`src/verilog/mon_cfg.svh`:
```
// offsets, field positions, reset values and timing counts of the monitor
// assumes a 50 MHz core clock and a 32-bit AXI4-Lite register port
`ifndef MON_CFG_SVH
`define MON_CFG_SVH
// global registers
`define OFS_CONTROL     8'h00
`define OFS_RATE        8'h04
`define OFS_ONESHOT     8'h08
`define OFS_STAT_HIGH   8'h0c
`define OFS_STAT_LOW    8'h10
// per channel block at 8'h20 * (channel + 1)
`define OFS_CH_SAMPLE   5'h00
`define OFS_CH_DROP     5'h04
`define OFS_CH_SUPPLY   5'h08
`define OFS_CH_POWER    5'h0c
// control and status fields
`define CTL_MASK_BIT    7
`define STAT_DONE_BIT   7
// sample config fields
`define SC_DROP_TIME    0
`define SC_DROP_AVG     3
`define SC_SUP_TIME     5
`define SC_SUP_AVG      8
`define SC_FSR          10
`define SC_RES          12
// reset values
`define RST_CONTROL     8'h0f
`define RST_RATE        2'h0
`define RST_SAMPLE      15'h5c24
`define RST_DROP_HI     12'h7ff
`define RST_DROP_LO     12'h800
`define RST_SUP_HI      12'h7ff
`define RST_SUP_LO      12'h000
// bus answers
`define RESP_OKAY       2'h0
`define RESP_SLVERR     2'h2
// timing
`define CLK_MHZ         50
`define SAMPLE_BASE_US  2500
`define RATE_PERIOD_MS  1000
`define SAMPLE_BASE_CYC (`SAMPLE_BASE_US * `CLK_MHZ)
`define RATE_PERIOD_CYC (`RATE_PERIOD_MS * 1000 * `CLK_MHZ)
`endif

```
`src/verilog/mon_pkg.sv`:
```
// types shared by the monitor sequencer
// assumes nothing beyond a SystemVerilog compiler
package mon_pkg;
  // gray along idle -> run -> wait -> run
  typedef enum logic [1:0] {
    ST_IDLE = 2'b00,
    ST_RUN  = 2'b01,
    ST_WAIT = 2'b11
  } seq_e;
  typedef logic [7:0][11:0] hist_t;
endpackage

```
`src/verilog/power_monitor_conversion_sequencer.sv`:
```
// conversion sequencer, averaging, limits and alert of the current monitor
// assumes the converter samples arrive on CLOCK_I and hold steady per phase
`timescale 1ns/1ns
`include "mon_cfg.svh"

module power_monitor_conversion_sequencer
  import mon_pkg::*;
#(
  parameter int          NCH             = 2,
  parameter int unsigned SAMPLE_BASE_CYC = `SAMPLE_BASE_CYC,
  parameter int unsigned RATE_PERIOD_CYC = `RATE_PERIOD_CYC
) (
  input  wire logic              CLOCK_I,
  input  wire logic              RST_B_I,
  input  wire logic [7:0]        AWADDR_I,
  input  wire logic              AWVALID_I,
  output logic                   AWREADY_O,
  input  wire logic [31:0]       WDATA_I,
  input  wire logic [3:0]        WSTRB_I,
  input  wire logic              WVALID_I,
  output logic                   WREADY_O,
  output logic [1:0]             BRESP_O,
  output logic                   BVALID_O,
  input  wire logic              BREADY_I,
  input  wire logic [7:0]        ARADDR_I,
  input  wire logic              ARVALID_I,
  output logic                   ARREADY_O,
  output logic [31:0]            RDATA_O,
  output logic [1:0]             RRESP_O,
  output logic                   RVALID_O,
  input  wire logic              RREADY_I,
  input  wire logic [NCH*12-1:0] DROP_SAMPLE_I,
  input  wire logic [NCH*11-1:0] SUPPLY_SAMPLE_I,
  output logic [NCH-1:0]         DROP_PHASE_O,
  output logic [NCH-1:0]         SUPPLY_PHASE_O,
  output logic [NCH*2-1:0]       FULL_SCALE_RANGE_O,
  output logic                   CONVERSION_COMPLETE_FLAG_O,
  output logic                   ALERT_O,
  output logic                   ALERT_OE_O
);

  typedef struct packed {
    seq_e                      st;
    logic [31:0]               period_cnt;
    logic                      all_cycle;
    logic                      oneshot;
    logic [7:0]                ctrl;
    logic [1:0]                rate;
    logic [NCH-1:0][31:0]      cnt;
    logic [NCH-1:0]            drop_on;
    logic [NCH-1:0]            sup_on;
    logic [NCH-1:0][14:0]      samp;
    logic [NCH-1:0][11:0]      drop_res;
    logic [NCH-1:0][10:0]      sup_res;
    logic [NCH-1:0][15:0]      power;
    logic [NCH-1:0][3:0][11:0] lim;
    logic [NCH-1:0][7:0][11:0] h_drop;
    logic [NCH-1:0][7:0][11:0] h_sup;
    logic [7:0]                stat_hi;
    logic [7:0]                stat_lo;
    logic                      alert;
    logic                      alert_lvl;
    logic                      awready;
    logic                      wready;
    logic [7:0]                awaddr;
    logic [31:0]               wdata;
    logic [3:0]                wstrb;
    logic                      bvalid;
    logic [1:0]                bresp;
    logic                      arready;
    logic                      rvalid;
    logic [31:0]               rdata;
    logic [1:0]                rresp;
  } state_s;

  state_s      q;
  state_s      n;
  logic [32:0] rd;
  logic [31:0] wm;
  logic [31:0] td;
  logic [31:0] ts;
  logic [31:0] period;
  logic        standby;
  logic        override;
  logic        all_idle;
  logic        cont;
  logic        start;
  logic        take_one;
  logic        upd;
  logic [2:0]  res;
  logic [11:0] mag;
  logic [21:0] prod;
  logic [2:0]  cix;

  // register read: returns {mapped, data}
  function automatic logic [32:0] reg_rd(input logic [7:0] a);
    logic [2:0] c;
    logic [32:0] r;
    c = a[7:5] - 3'h1;
    r = {1'b0, 32'h0};
    if (a[7:5] == 3'h0) begin
      case (a)
        `OFS_CONTROL:   r = {1'b1, 24'h0, q.ctrl};
        `OFS_RATE:      r = {1'b1, 30'h0, q.rate};
        `OFS_ONESHOT:   r = {1'b1, 31'h0, q.oneshot};
        `OFS_STAT_HIGH: r = {1'b1, 24'h0, q.stat_hi};
        `OFS_STAT_LOW:  r = {1'b1, 24'h0, q.stat_lo};
        default:        r = {1'b0, 32'h0};
      endcase
    end else if (int'(a[7:5]) <= NCH && a[1:0] == 2'h0) begin
      if (a[4]) begin
        r = {1'b1, 20'h0, q.lim[c][a[3:2]]};
      end else begin
        case (a[4:0])
          `OFS_CH_SAMPLE: r = {1'b1, 17'h0, q.samp[c]};
          `OFS_CH_DROP:   r = {1'b1, {20{q.drop_res[c][11]}}, q.drop_res[c]};
          `OFS_CH_SUPPLY: r = {1'b1, 21'h0, q.sup_res[c]};
          default:        r = {1'b1, 16'h0, q.power[c]};
        endcase
      end
    end
    return r;
  endfunction

  // byte lane merge for partial writes
  function automatic logic [31:0] merge(input logic [31:0] o, input logic [31:0] d,
                                        input logic [3:0] s);
    logic [31:0] r;
    r = o;
    for (int b = 0; b < 4; b++) begin
      if (s[b]) begin
        r[b*8 +: 8] = d[b*8 +: 8];
      end
    end
    return r;
  endfunction

  // mean of the newest 1, 2, 4 or 8 history entries
  function automatic logic [11:0] avg(input hist_t h, input logic [1:0] a,
                                      input logic sgn);
    logic [14:0] s;
    logic [14:0] r;
    s = 15'h0;
    for (int i = 0; i < 8; i++) begin
      if (i < (1 << a)) begin
        s = s + (sgn ? {{3{h[i][11]}}, h[i]} : {3'h0, h[i]});
      end
    end
    r = sgn ? 15'($signed(s) >>> a) : (s >> a);
    return r[11:0];
  endfunction

  always_comb begin
    n        = q;
    rd       = 33'h0;
    wm       = 32'h0;
    td       = 32'h0;
    ts       = 32'h0;
    res      = 3'h0;
    mag      = 12'h0;
    prod     = 22'h0;
    upd      = 1'b0;
    cix      = q.awaddr[7:5] - 3'h1;
    take_one = 1'b0;
    // write address and data are taken independently, in either order
    if (q.awready && AWVALID_I) begin
      n.awready = 1'b0;
      n.awaddr  = AWADDR_I;
    end
    if (q.wready && WVALID_I) begin
      n.wready = 1'b0;
      n.wdata  = WDATA_I;
      n.wstrb  = WSTRB_I;
    end
    // both halves held: perform the write and answer
    if (!q.awready && !q.wready && !q.bvalid) begin
      rd       = reg_rd(q.awaddr);
      wm       = merge(rd[31:0], q.wdata, q.wstrb);
      n.bvalid = 1'b1;
      n.bresp  = rd[32] ? `RESP_OKAY : `RESP_SLVERR;
      if (q.awaddr[7:5] == 3'h0) begin
        case (q.awaddr)
          `OFS_CONTROL: n.ctrl = wm[7:0];
          `OFS_RATE:    n.rate = wm[1:0];
          `OFS_ONESHOT: take_one = wm[0];
          default:      n.ctrl = q.ctrl; // status is read-only
        endcase
      end else if (rd[32]) begin
        if (q.awaddr[4]) begin
          n.lim[cix][q.awaddr[3:2]] = wm[11:0];
        end else if (q.awaddr[4:0] == `OFS_CH_SAMPLE) begin
          n.samp[cix] = wm[14:0];
        end
      end
    end
    if (q.bvalid && BREADY_I) begin
      n.bvalid  = 1'b0;
      n.awready = 1'b1;
      n.wready  = 1'b1;
    end
    // reads answer the cycle after the address; status clears on read
    if (q.arready && ARVALID_I) begin
      rd        = reg_rd(ARADDR_I);
      n.arready = 1'b0;
      n.rvalid  = 1'b1;
      n.rdata   = rd[31:0];
      n.rresp   = rd[32] ? `RESP_OKAY : `RESP_SLVERR;
      if (ARADDR_I == `OFS_STAT_HIGH) begin
        n.stat_hi = 8'h0;
      end
      if (ARADDR_I == `OFS_STAT_LOW) begin
        n.stat_lo = 8'h0;
      end
    end
    if (q.rvalid && RREADY_I) begin
      n.rvalid  = 1'b0;
      n.arready = 1'b1;
    end

    // sequencer: cycle timing per channel, all channels start together
    standby  = (q.ctrl[2*NCH-1:0] == '0);
    period   = RATE_PERIOD_CYC >> q.rate;
    override = 1'b0;
    all_idle = 1'b1;
    for (int c = 0; c < NCH; c++) begin
      td = SAMPLE_BASE_CYC << q.samp[c][`SC_DROP_TIME +: 3];
      ts = SAMPLE_BASE_CYC << q.samp[c][`SC_SUP_TIME +: 3];
      if ({1'b0, td} + {1'b0, ts} > {1'b0, period}) begin
        override = 1'b1;
      end
      if (q.drop_on[c]) begin
        all_idle   = 1'b0;
        n.cnt[c]   = q.cnt[c] + 32'h1;
        if (q.cnt[c] >= td - 32'h1) begin
          // drop phase over: keep the sample, go on to the supply
          n.h_drop[c] = {q.h_drop[c][6:0], DROP_SAMPLE_I[c*12 +: 12]};
          n.drop_on[c] = 1'b0;
          n.sup_on[c]  = 1'b1;
          n.cnt[c]     = 32'h0;
        end
      end else if (q.sup_on[c]) begin
        all_idle = 1'b0;
        n.cnt[c] = q.cnt[c] + 32'h1;
        if (q.cnt[c] >= ts - 32'h1) begin
          n.h_sup[c]  = {q.h_sup[c][6:0], 1'b0, SUPPLY_SAMPLE_I[c*11 +: 11]};
          n.sup_on[c] = 1'b0;
        end
      end
    end
    cont  = (q.rate == 2'h3) || override;
    start = 1'b0;
    if (q.st != ST_IDLE) begin
      n.period_cnt = q.period_cnt + 32'h1;
    end
    unique case (q.st)
      ST_IDLE: begin
        // no cycles while standby without a request
        if (!standby || q.oneshot) begin
          start       = 1'b1;
          n.all_cycle = standby;
          n.st        = ST_RUN;
        end
      end
      ST_RUN: begin
        if (all_idle) begin
          // cycle end: results, then limits and status
          for (int c = 0; c < NCH; c++) begin
            upd = q.all_cycle || q.ctrl[2*c];
            if (upd) begin
              res = (q.samp[c][`SC_RES +: 3] > 3'h5) ? 3'h5 : q.samp[c][`SC_RES +: 3];
              n.drop_res[c] = avg(q.h_drop[c], q.samp[c][`SC_DROP_AVG +: 2], 1'b1)
                              & (12'hfff << (3'h5 - res));
            end
            upd = q.all_cycle || q.ctrl[2*c+1];
            if (upd) begin
              wm = {20'h0, avg(q.h_sup[c], q.samp[c][`SC_SUP_AVG +: 2], 1'b0)};
              n.sup_res[c] = wm[10:0];
            end
            // compare every new result against its limits
            if ($signed(n.drop_res[c]) > $signed(q.lim[c][0])) begin
              n.stat_hi[2*c] = 1'b1;
            end
            if ($signed(n.drop_res[c]) < $signed(q.lim[c][1])) begin
              n.stat_lo[2*c] = 1'b1;
            end
            if ({1'b0, n.sup_res[c]} > q.lim[c][2]) begin
              n.stat_hi[2*c+1] = 1'b1;
            end
            if ({1'b0, n.sup_res[c]} < q.lim[c][3]) begin
              n.stat_lo[2*c+1] = 1'b1;
            end
          end
          n.stat_hi[`STAT_DONE_BIT] = 1'b1;
          if (q.all_cycle || standby) begin
            n.oneshot = 1'b0;
            n.st      = ST_IDLE;
          end else if (cont) begin
            start = 1'b1;
          end else begin
            n.st = ST_WAIT;
          end
        end
      end
      ST_WAIT: begin
        if (standby) begin
          n.st = ST_IDLE;
        end else if (cont || q.period_cnt >= period - 32'h1) begin
          start = 1'b1;
          n.st  = ST_RUN;
        end
      end
      default: n.st = ST_IDLE;
    endcase
    if (start) begin
      n.period_cnt = 32'h0;
      for (int c = 0; c < NCH; c++) begin
        n.cnt[c]     = 32'h0;
        n.drop_on[c] = 1'b1;
        n.sup_on[c]  = 1'b0;
      end
    end
    // request taken only in standby while idle, so a set in the clearing cycle is dropped
    if (take_one && standby && q.st == ST_IDLE) begin
      n.oneshot = 1'b1;
    end

    // power follows the stored results on every clock
    for (int c = 0; c < NCH; c++) begin
      mag = q.drop_res[c][11] ? 12'h0 - q.drop_res[c] : q.drop_res[c];
      if (mag[11]) begin
        mag = 12'h7ff; // saturate the single -full-scale code
      end
      prod       = mag[10:0] * q.sup_res[c];
      n.power[c] = prod[21:6];
    end
    // alert follows unmasked limit flags, which only set at cycle end
    n.alert = !q.ctrl[`CTL_MASK_BIT] &&
              ((n.stat_hi[2*NCH-1:0] | n.stat_lo[2*NCH-1:0]) != '0);
  end

  // one register stage for the whole state
  always_ff @(posedge CLOCK_I or negedge RST_B_I) begin
    if (!RST_B_I) begin
      q         <= '0;
      q.st      <= ST_IDLE;
      q.ctrl    <= `RST_CONTROL;
      q.rate    <= `RST_RATE;
      q.awready <= 1'b1;
      q.wready  <= 1'b1;
      q.arready <= 1'b1;
      for (int c = 0; c < NCH; c++) begin
        q.samp[c]   <= `RST_SAMPLE;
        q.lim[c][0] <= `RST_DROP_HI;
        q.lim[c][1] <= `RST_DROP_LO;
        q.lim[c][2] <= `RST_SUP_HI;
        q.lim[c][3] <= `RST_SUP_LO;
      end
    end else begin
      q <= n;
    end
  end

  // per channel pins straight from the state flops
  for (genvar c = 0; c < NCH; c++) begin : g_ch
    assign DROP_PHASE_O[c]           = q.drop_on[c];
    assign SUPPLY_PHASE_O[c]         = q.sup_on[c];
    assign FULL_SCALE_RANGE_O[c*2 +: 2] = q.samp[c][`SC_FSR +: 2];
  end

  assign AWREADY_O                  = q.awready;
  assign WREADY_O                   = q.wready;
  assign BVALID_O                   = q.bvalid;
  assign BRESP_O                    = q.bresp;
  assign ARREADY_O                  = q.arready;
  assign RVALID_O                   = q.rvalid;
  assign RDATA_O                    = q.rdata;
  assign RRESP_O                    = q.rresp;
  assign CONVERSION_COMPLETE_FLAG_O = q.stat_hi[`STAT_DONE_BIT];
  // open drain: only ever pulls low, enable high while asserted
  assign ALERT_O                    = q.alert_lvl;
  assign ALERT_OE_O                 = q.alert;

endmodule
```
`config.mk`:
```
export PLATFORM = sky130hd
export DESIGN_NAME = power_monitor_conversion_sequencer
export DESIGN_NICKNAME = d
export VERILOG_FILES = /design/src/verilog/mon_pkg.sv /design/src/verilog/power_monitor_conversion_sequencer.sv
export VERILOG_INCLUDE_DIRS = /design/src /design/src/verilog
export SDC_FILE = /design/constraint.sdc
export NUM_CORES = 2
export LEC_CHECK = 0
export ABC_AREA = 1
export BUFFER_PORTS_ARGS = -buffer_cell sky130_fd_sc_hd__clkbuf_2
export CAP_MARGIN = 20
export CORE_UTILIZATION = 55
export CTS_CLUSTER_SIZE = 28
export DETAILED_ROUTE_END_ITERATION = 16
export GPL_TIMING_DRIVEN = 0
export PLACE_DENSITY = 0.74
export SLEW_MARGIN = 10
export SYNTH_ARGS = -nofsm -noshare
export SYNTH_HDL_FRONTEND = slang
export SYNTH_SLANG_ARGS = --single-unit
export TNS_END_PERCENT = 30
```
`constraint.sdc`:
```
create_clock -name CLOCK_I -period 10.7 [get_ports CLOCK_I]
set_clock_uncertainty 0.2 [all_clocks]
set_input_delay 2.14 -clock CLOCK_I [delete_from_list [all_inputs] [get_ports CLOCK_I]]
set_output_delay 2.14 -clock CLOCK_I [all_outputs]
set_load 0.01 [all_outputs]
```
==> summary.md <==
| Metric | Value |
|---|---|
| Initial detailed-routing violation count | 7407 |
| Total standard cell area after synthesis | 71400 µm² |
| Number of nets in the final layout | 11500 |
| Power share of the sequential group | 0.236 |
| Share of post-route cells with drive strength above 1 | 0.103 |
| CP max FO | 4 |
| Sink Count | 745 |
| Worst-case clock buffer depth | 3 |
| Placer Congestion | 1.10 |
| Unrepaired setup endpoints after global routing | true |
| Post-synth cell types | 78 |
| Main area contributors after synthesis | sky130_fd_sc_hd__dfrtp_1, sky130_fd_sc_hd__ha_1, sky130_fd_sc_hd__nand2_1 |
| Port Buf Inserts | 133 |
| Cell seen most often among critical-path stages | sky130_fd_sc_hd__buf_4 |
| Part of the total power dissipated in the clock network | 0.190 |
| Die outline width | 362 µm |
| Worst-Skew Late Latency | 750 ps |
| Status | complete, but fails checks |
| Via count of the first global-routing pass | 69300 |
| Via count | 72500 |
| Synth Area per Inst | 7.10 µm² |
| Crit Path Category | reg2reg |
| Worst Hold Launch | q[528]$_DFFE_PN0P_ |
| Via density per instance | 5.91 |
| Largest incremental delay on the critical path | 550 ps |
| Core region area | 128000 µm² |
| Relative slew margins | 0.0960 |
| Count of final max-slew check failures | 0 |
| Share of the core filled with cells in the final layout | 0.627 |
| Reg2Reg Setup Slack | -940 ps |
| Placed instance area | 74700 µm² |
| Overall overflow remaining after global route | 0 |
| Post-detailed-route count of antenna-violating nets | 0 |
| DR pass1 iterations | 8 |
| Dominant cell by count in the synthesized netlist | sky130_fd_sc_hd__nand2_1 |
| Starting Density | 0.557 |
| Final setup violation count | 2 |
| Number of placement rows | 131 |
| Comb pwr share | 0.573 |
| Detailed Route WL | 270000 µm |
| Critical path required time | 11110 ps |
| Area share of the largest cell type after synthesis | 0.238 |
| Area grow syn2layout | 12.6% |
| Number of filler cells placed in the layout | 11600 |
| Master cell of the clock root buffer | sky130_fd_sc_hd__clkbuf_16 |
| Slew of the pin with the lowest slew margin | 1360 ps |
| Worst endpoint data arrival time | 12050 ps |
| Number of H-tree levels | 3 |
| Count of placed standard cells in the final layout, fillers left out | 12300 |
| Startpoint types | flop |
| Leading area contributor after synthesis | sky130_fd_sc_hd__dfrtp_1 |
| Net switching power | 8.42 mW |
| Min-Delay Path Class | reg2reg |
| Sort of element at the end of the critical path | flop |
| Vert. Die Dim | 362 µm |
| Number of stages on the worst hold path | 2 |
| Maximum number of pins on one net before global-route repair | 97 |
| Die outline area | 131000 µm² |
| Final critical-path required period | 11640 ps |
| Post-layout instance area | 80400 µm² |
| Max frequency | 85.9 MHz |
| Reg2reg path depth | 77 |
| Static leakage | 40.0 nW |
| Capturing point of the worst reg2reg path | ALERT_OE_O$_DFF_PN0_ |
| Synth async-reset ratio | 1.00 |
| Switching power as a share of total power | 0.487 |
| Buffers and inverters on the worst path | 34 |
| Placed cell count | 12000 |
| Wire length of the first global-routing pass | 408000 µm |
| Number of buffers created by CTS | 91 |
| Dominant synthesized flop cell | sky130_fd_sc_hd__dfrtp_1 |
| Cell internal pwr | 8.88 mW |
| Clock-pin slew reported for the worst setup and hold paths after clock tree synthesis | 60 ps |
| Max_cap viols | 0 |
| Highest-delay cell along the critical path | sky130_fd_sc_hd__fa_2 |
| Count of warnings emitted by yosys | 0 |
| Average wire per cell in the routed design | 22.0 µm |
| Number of antenna violations at the first check in global routing | 9 |
| Gate count after technology mapping | 10100 |
| Number of synthesized register bits | 745 |
| Endpoint of the worst hold path | q[528]$_DFFE_PN0P_ |
| Cell class contributing the biggest share of worst-path delay | buffers and inverters |
| Total chip power | 17.3 mW |
| Power Dens Cells | 215 nW/µm² |
| # DRC | 0 |
| I/O pin total | 157 |
| Final worst slack | -942 ps |
| Aggregate global-route resource usage | 0.403 |
| CTS hold repair buffers | 0 |
| Violations in the final reports | negative setup slack |
| Fin crit share | 1.09 |
| IR drop worst, VDD | 193 µV |
| Top post-synthesis cells by count | sky130_fd_sc_hd__nand2_1, sky130_fd_sc_hd__inv_1, sky130_fd_sc_hd__o21ai_0 |
| Sequential area share after synthesis | 0.262 |
| Count of flip-flops with a built-in enable after synthesis | 0 |
| Post-detail-place hpwl | 213000 µm |
| Hold Violations, Final | 0 |
| Clock tree from TritonCTS | yes |
| Launch point of the worst reg-to-reg path | q[295]$_DFFE_PN0P_ |
metal layers:
metal / GRT usage / share of wire / vias up
li1: - / - / 33900
met1: 0.528 / 0.42 / 34800
met2: 0.632 / 0.44 / 3131
met3: 0.0814 / 0.086 / 699
met4: 0.202 / 0.058 / 4
met5: 0 / 0.000089 / -
power groups by stage:
stage                     Combinational [mW]  Sequential, mW  Clock, mW
after floorplan                         5.92            3.79          0
after global placement                  8.15            4.06          0
after CTS                               8.81            4.04       3.31
final                                   9.92            4.09       3.29
after detailed placement                8.41            4.07          0
after global routing                    10.8            4.14       3.42
logic make-up after synthesis:
logic type      after synthesis  synth area share
buf+inv                    1813            0.0988
mux                          21           0.00330
xor+xnor                    309            0.0381
simple gates               3817             0.223
compound gates             2374             0.184
other cells                   2          0.000105
flops                       745             0.262
fa+ha+maj                   976             0.191
how the worst max path moves through the flow:
| stage | startpoint | slack, ps | endpoint | cells past startpoint |
|---|---|---|---|---|
| final | q[295]$_DFFE_PN0P_ | -940 | ALERT_OE_O$_DFF_PN0_ | 77 |
| after global routing | q[295]$_DFFE_PN0P_ | -1270 | ALERT_OE_O$_DFF_PN0_ | 69 |
| after CTS | q[295]$_DFFE_PN0P_ | -650 | ALERT_OE_O$_DFF_PN0_ | 71 |
| after detailed placement | q[665]$_DFFE_PN0P_ | -2370 | ALERT_OE_O$_DFF_PN0_ | 67 |
| after global placement | RST_B_I | -10780 | q[201]$_DFFE_PN0P_ | 1 |
| after floorplan | q[295]$_DFFE_PN0P_ | 410 | ALERT_OE_O$_DFF_PN0_ | 67 |
stage by stage:
| step | TNS, ps | hold WS, ps | worst slack (ps) |
|---|---|---|---|
| after floorplan | 0 | 248 | 414 |
| after global placement | -7503240 | 266 | -10780 |
| after detailed placement | -11200 | 273 | -2370 |
| after CTS | -648 | 288 | -648 |
| after global routing | -3850 | 306 | -1270 |
| final | -1040 | 288 | -942 |
cells in the final DEF, fill, tap and decap left out, types with 149 or more instances in the layout:
master / instances
sky130_fd_sc_hd__dfrtp_1: 678
sky130_fd_sc_hd__o21ai_0: 915
sky130_fd_sc_hd__clkbuf_1: 270
sky130_fd_sc_hd__clkbuf_2: 149
sky130_fd_sc_hd__xor2_1: 217
sky130_fd_sc_hd__inv_1: 1380
sky130_fd_sc_hd__nand2_1: 2160
sky130_fd_sc_hd__fa_1: 178
sky130_fd_sc_hd__a21oi_1: 852
sky130_fd_sc_hd__buf_4: 162
sky130_fd_sc_hd__nor2_1: 872
sky130_fd_sc_hd__ha_1: 740
sky130_fd_sc_hd__nand3_1: 337
registers in the layout (all words and copies together) (netlist names):
signal,count
WREADY_O,1
SUPPLY_PHASE_O,2
ALERT_OE_O,1
q,711
RVALID_O,1
AWREADY_O,1
DROP_PHASE_O,2
BRESP_O,1
CONVERSION_COMPLETE_FLAG_O,1
ARREADY_O,1
BVALID_O,1
RDATA_O,17
RRESP_O,1
FULL_SCALE_RANGE_O,4
area by class of cell:
class	count	area [µm²]	share of cell area
multi-input cells	7532	47300	0.589
flip-flops and latches	745	18700	0.233
inverters	1440	5420	0.0674
clock buffers	134	2670	0.0332
well taps	1729	2160	0.0269
repair buffers	268	1920	0.0238
plain buffers	372	1690	0.0210
clock inverters	34	447	0.00556
diodes	2	5.00	0.0000623
worst min-delay path: stages, from the launching register on:
cell,delay (ps)
sky130_fd_sc_hd__dfrtp_1,340
sky130_fd_sc_hd__nand2_1,50
sky130_fd_sc_hd__o21ai_0,70
what timing repair did:
action                                  in CTS  in global routing
endpoints found under the setup margin      11                  9
pin swaps                                   74                157
cloned                                       0                  0
setup buffers                               60                 58
resized for setup                          174                277
Power figures use the tool's default switching activity.
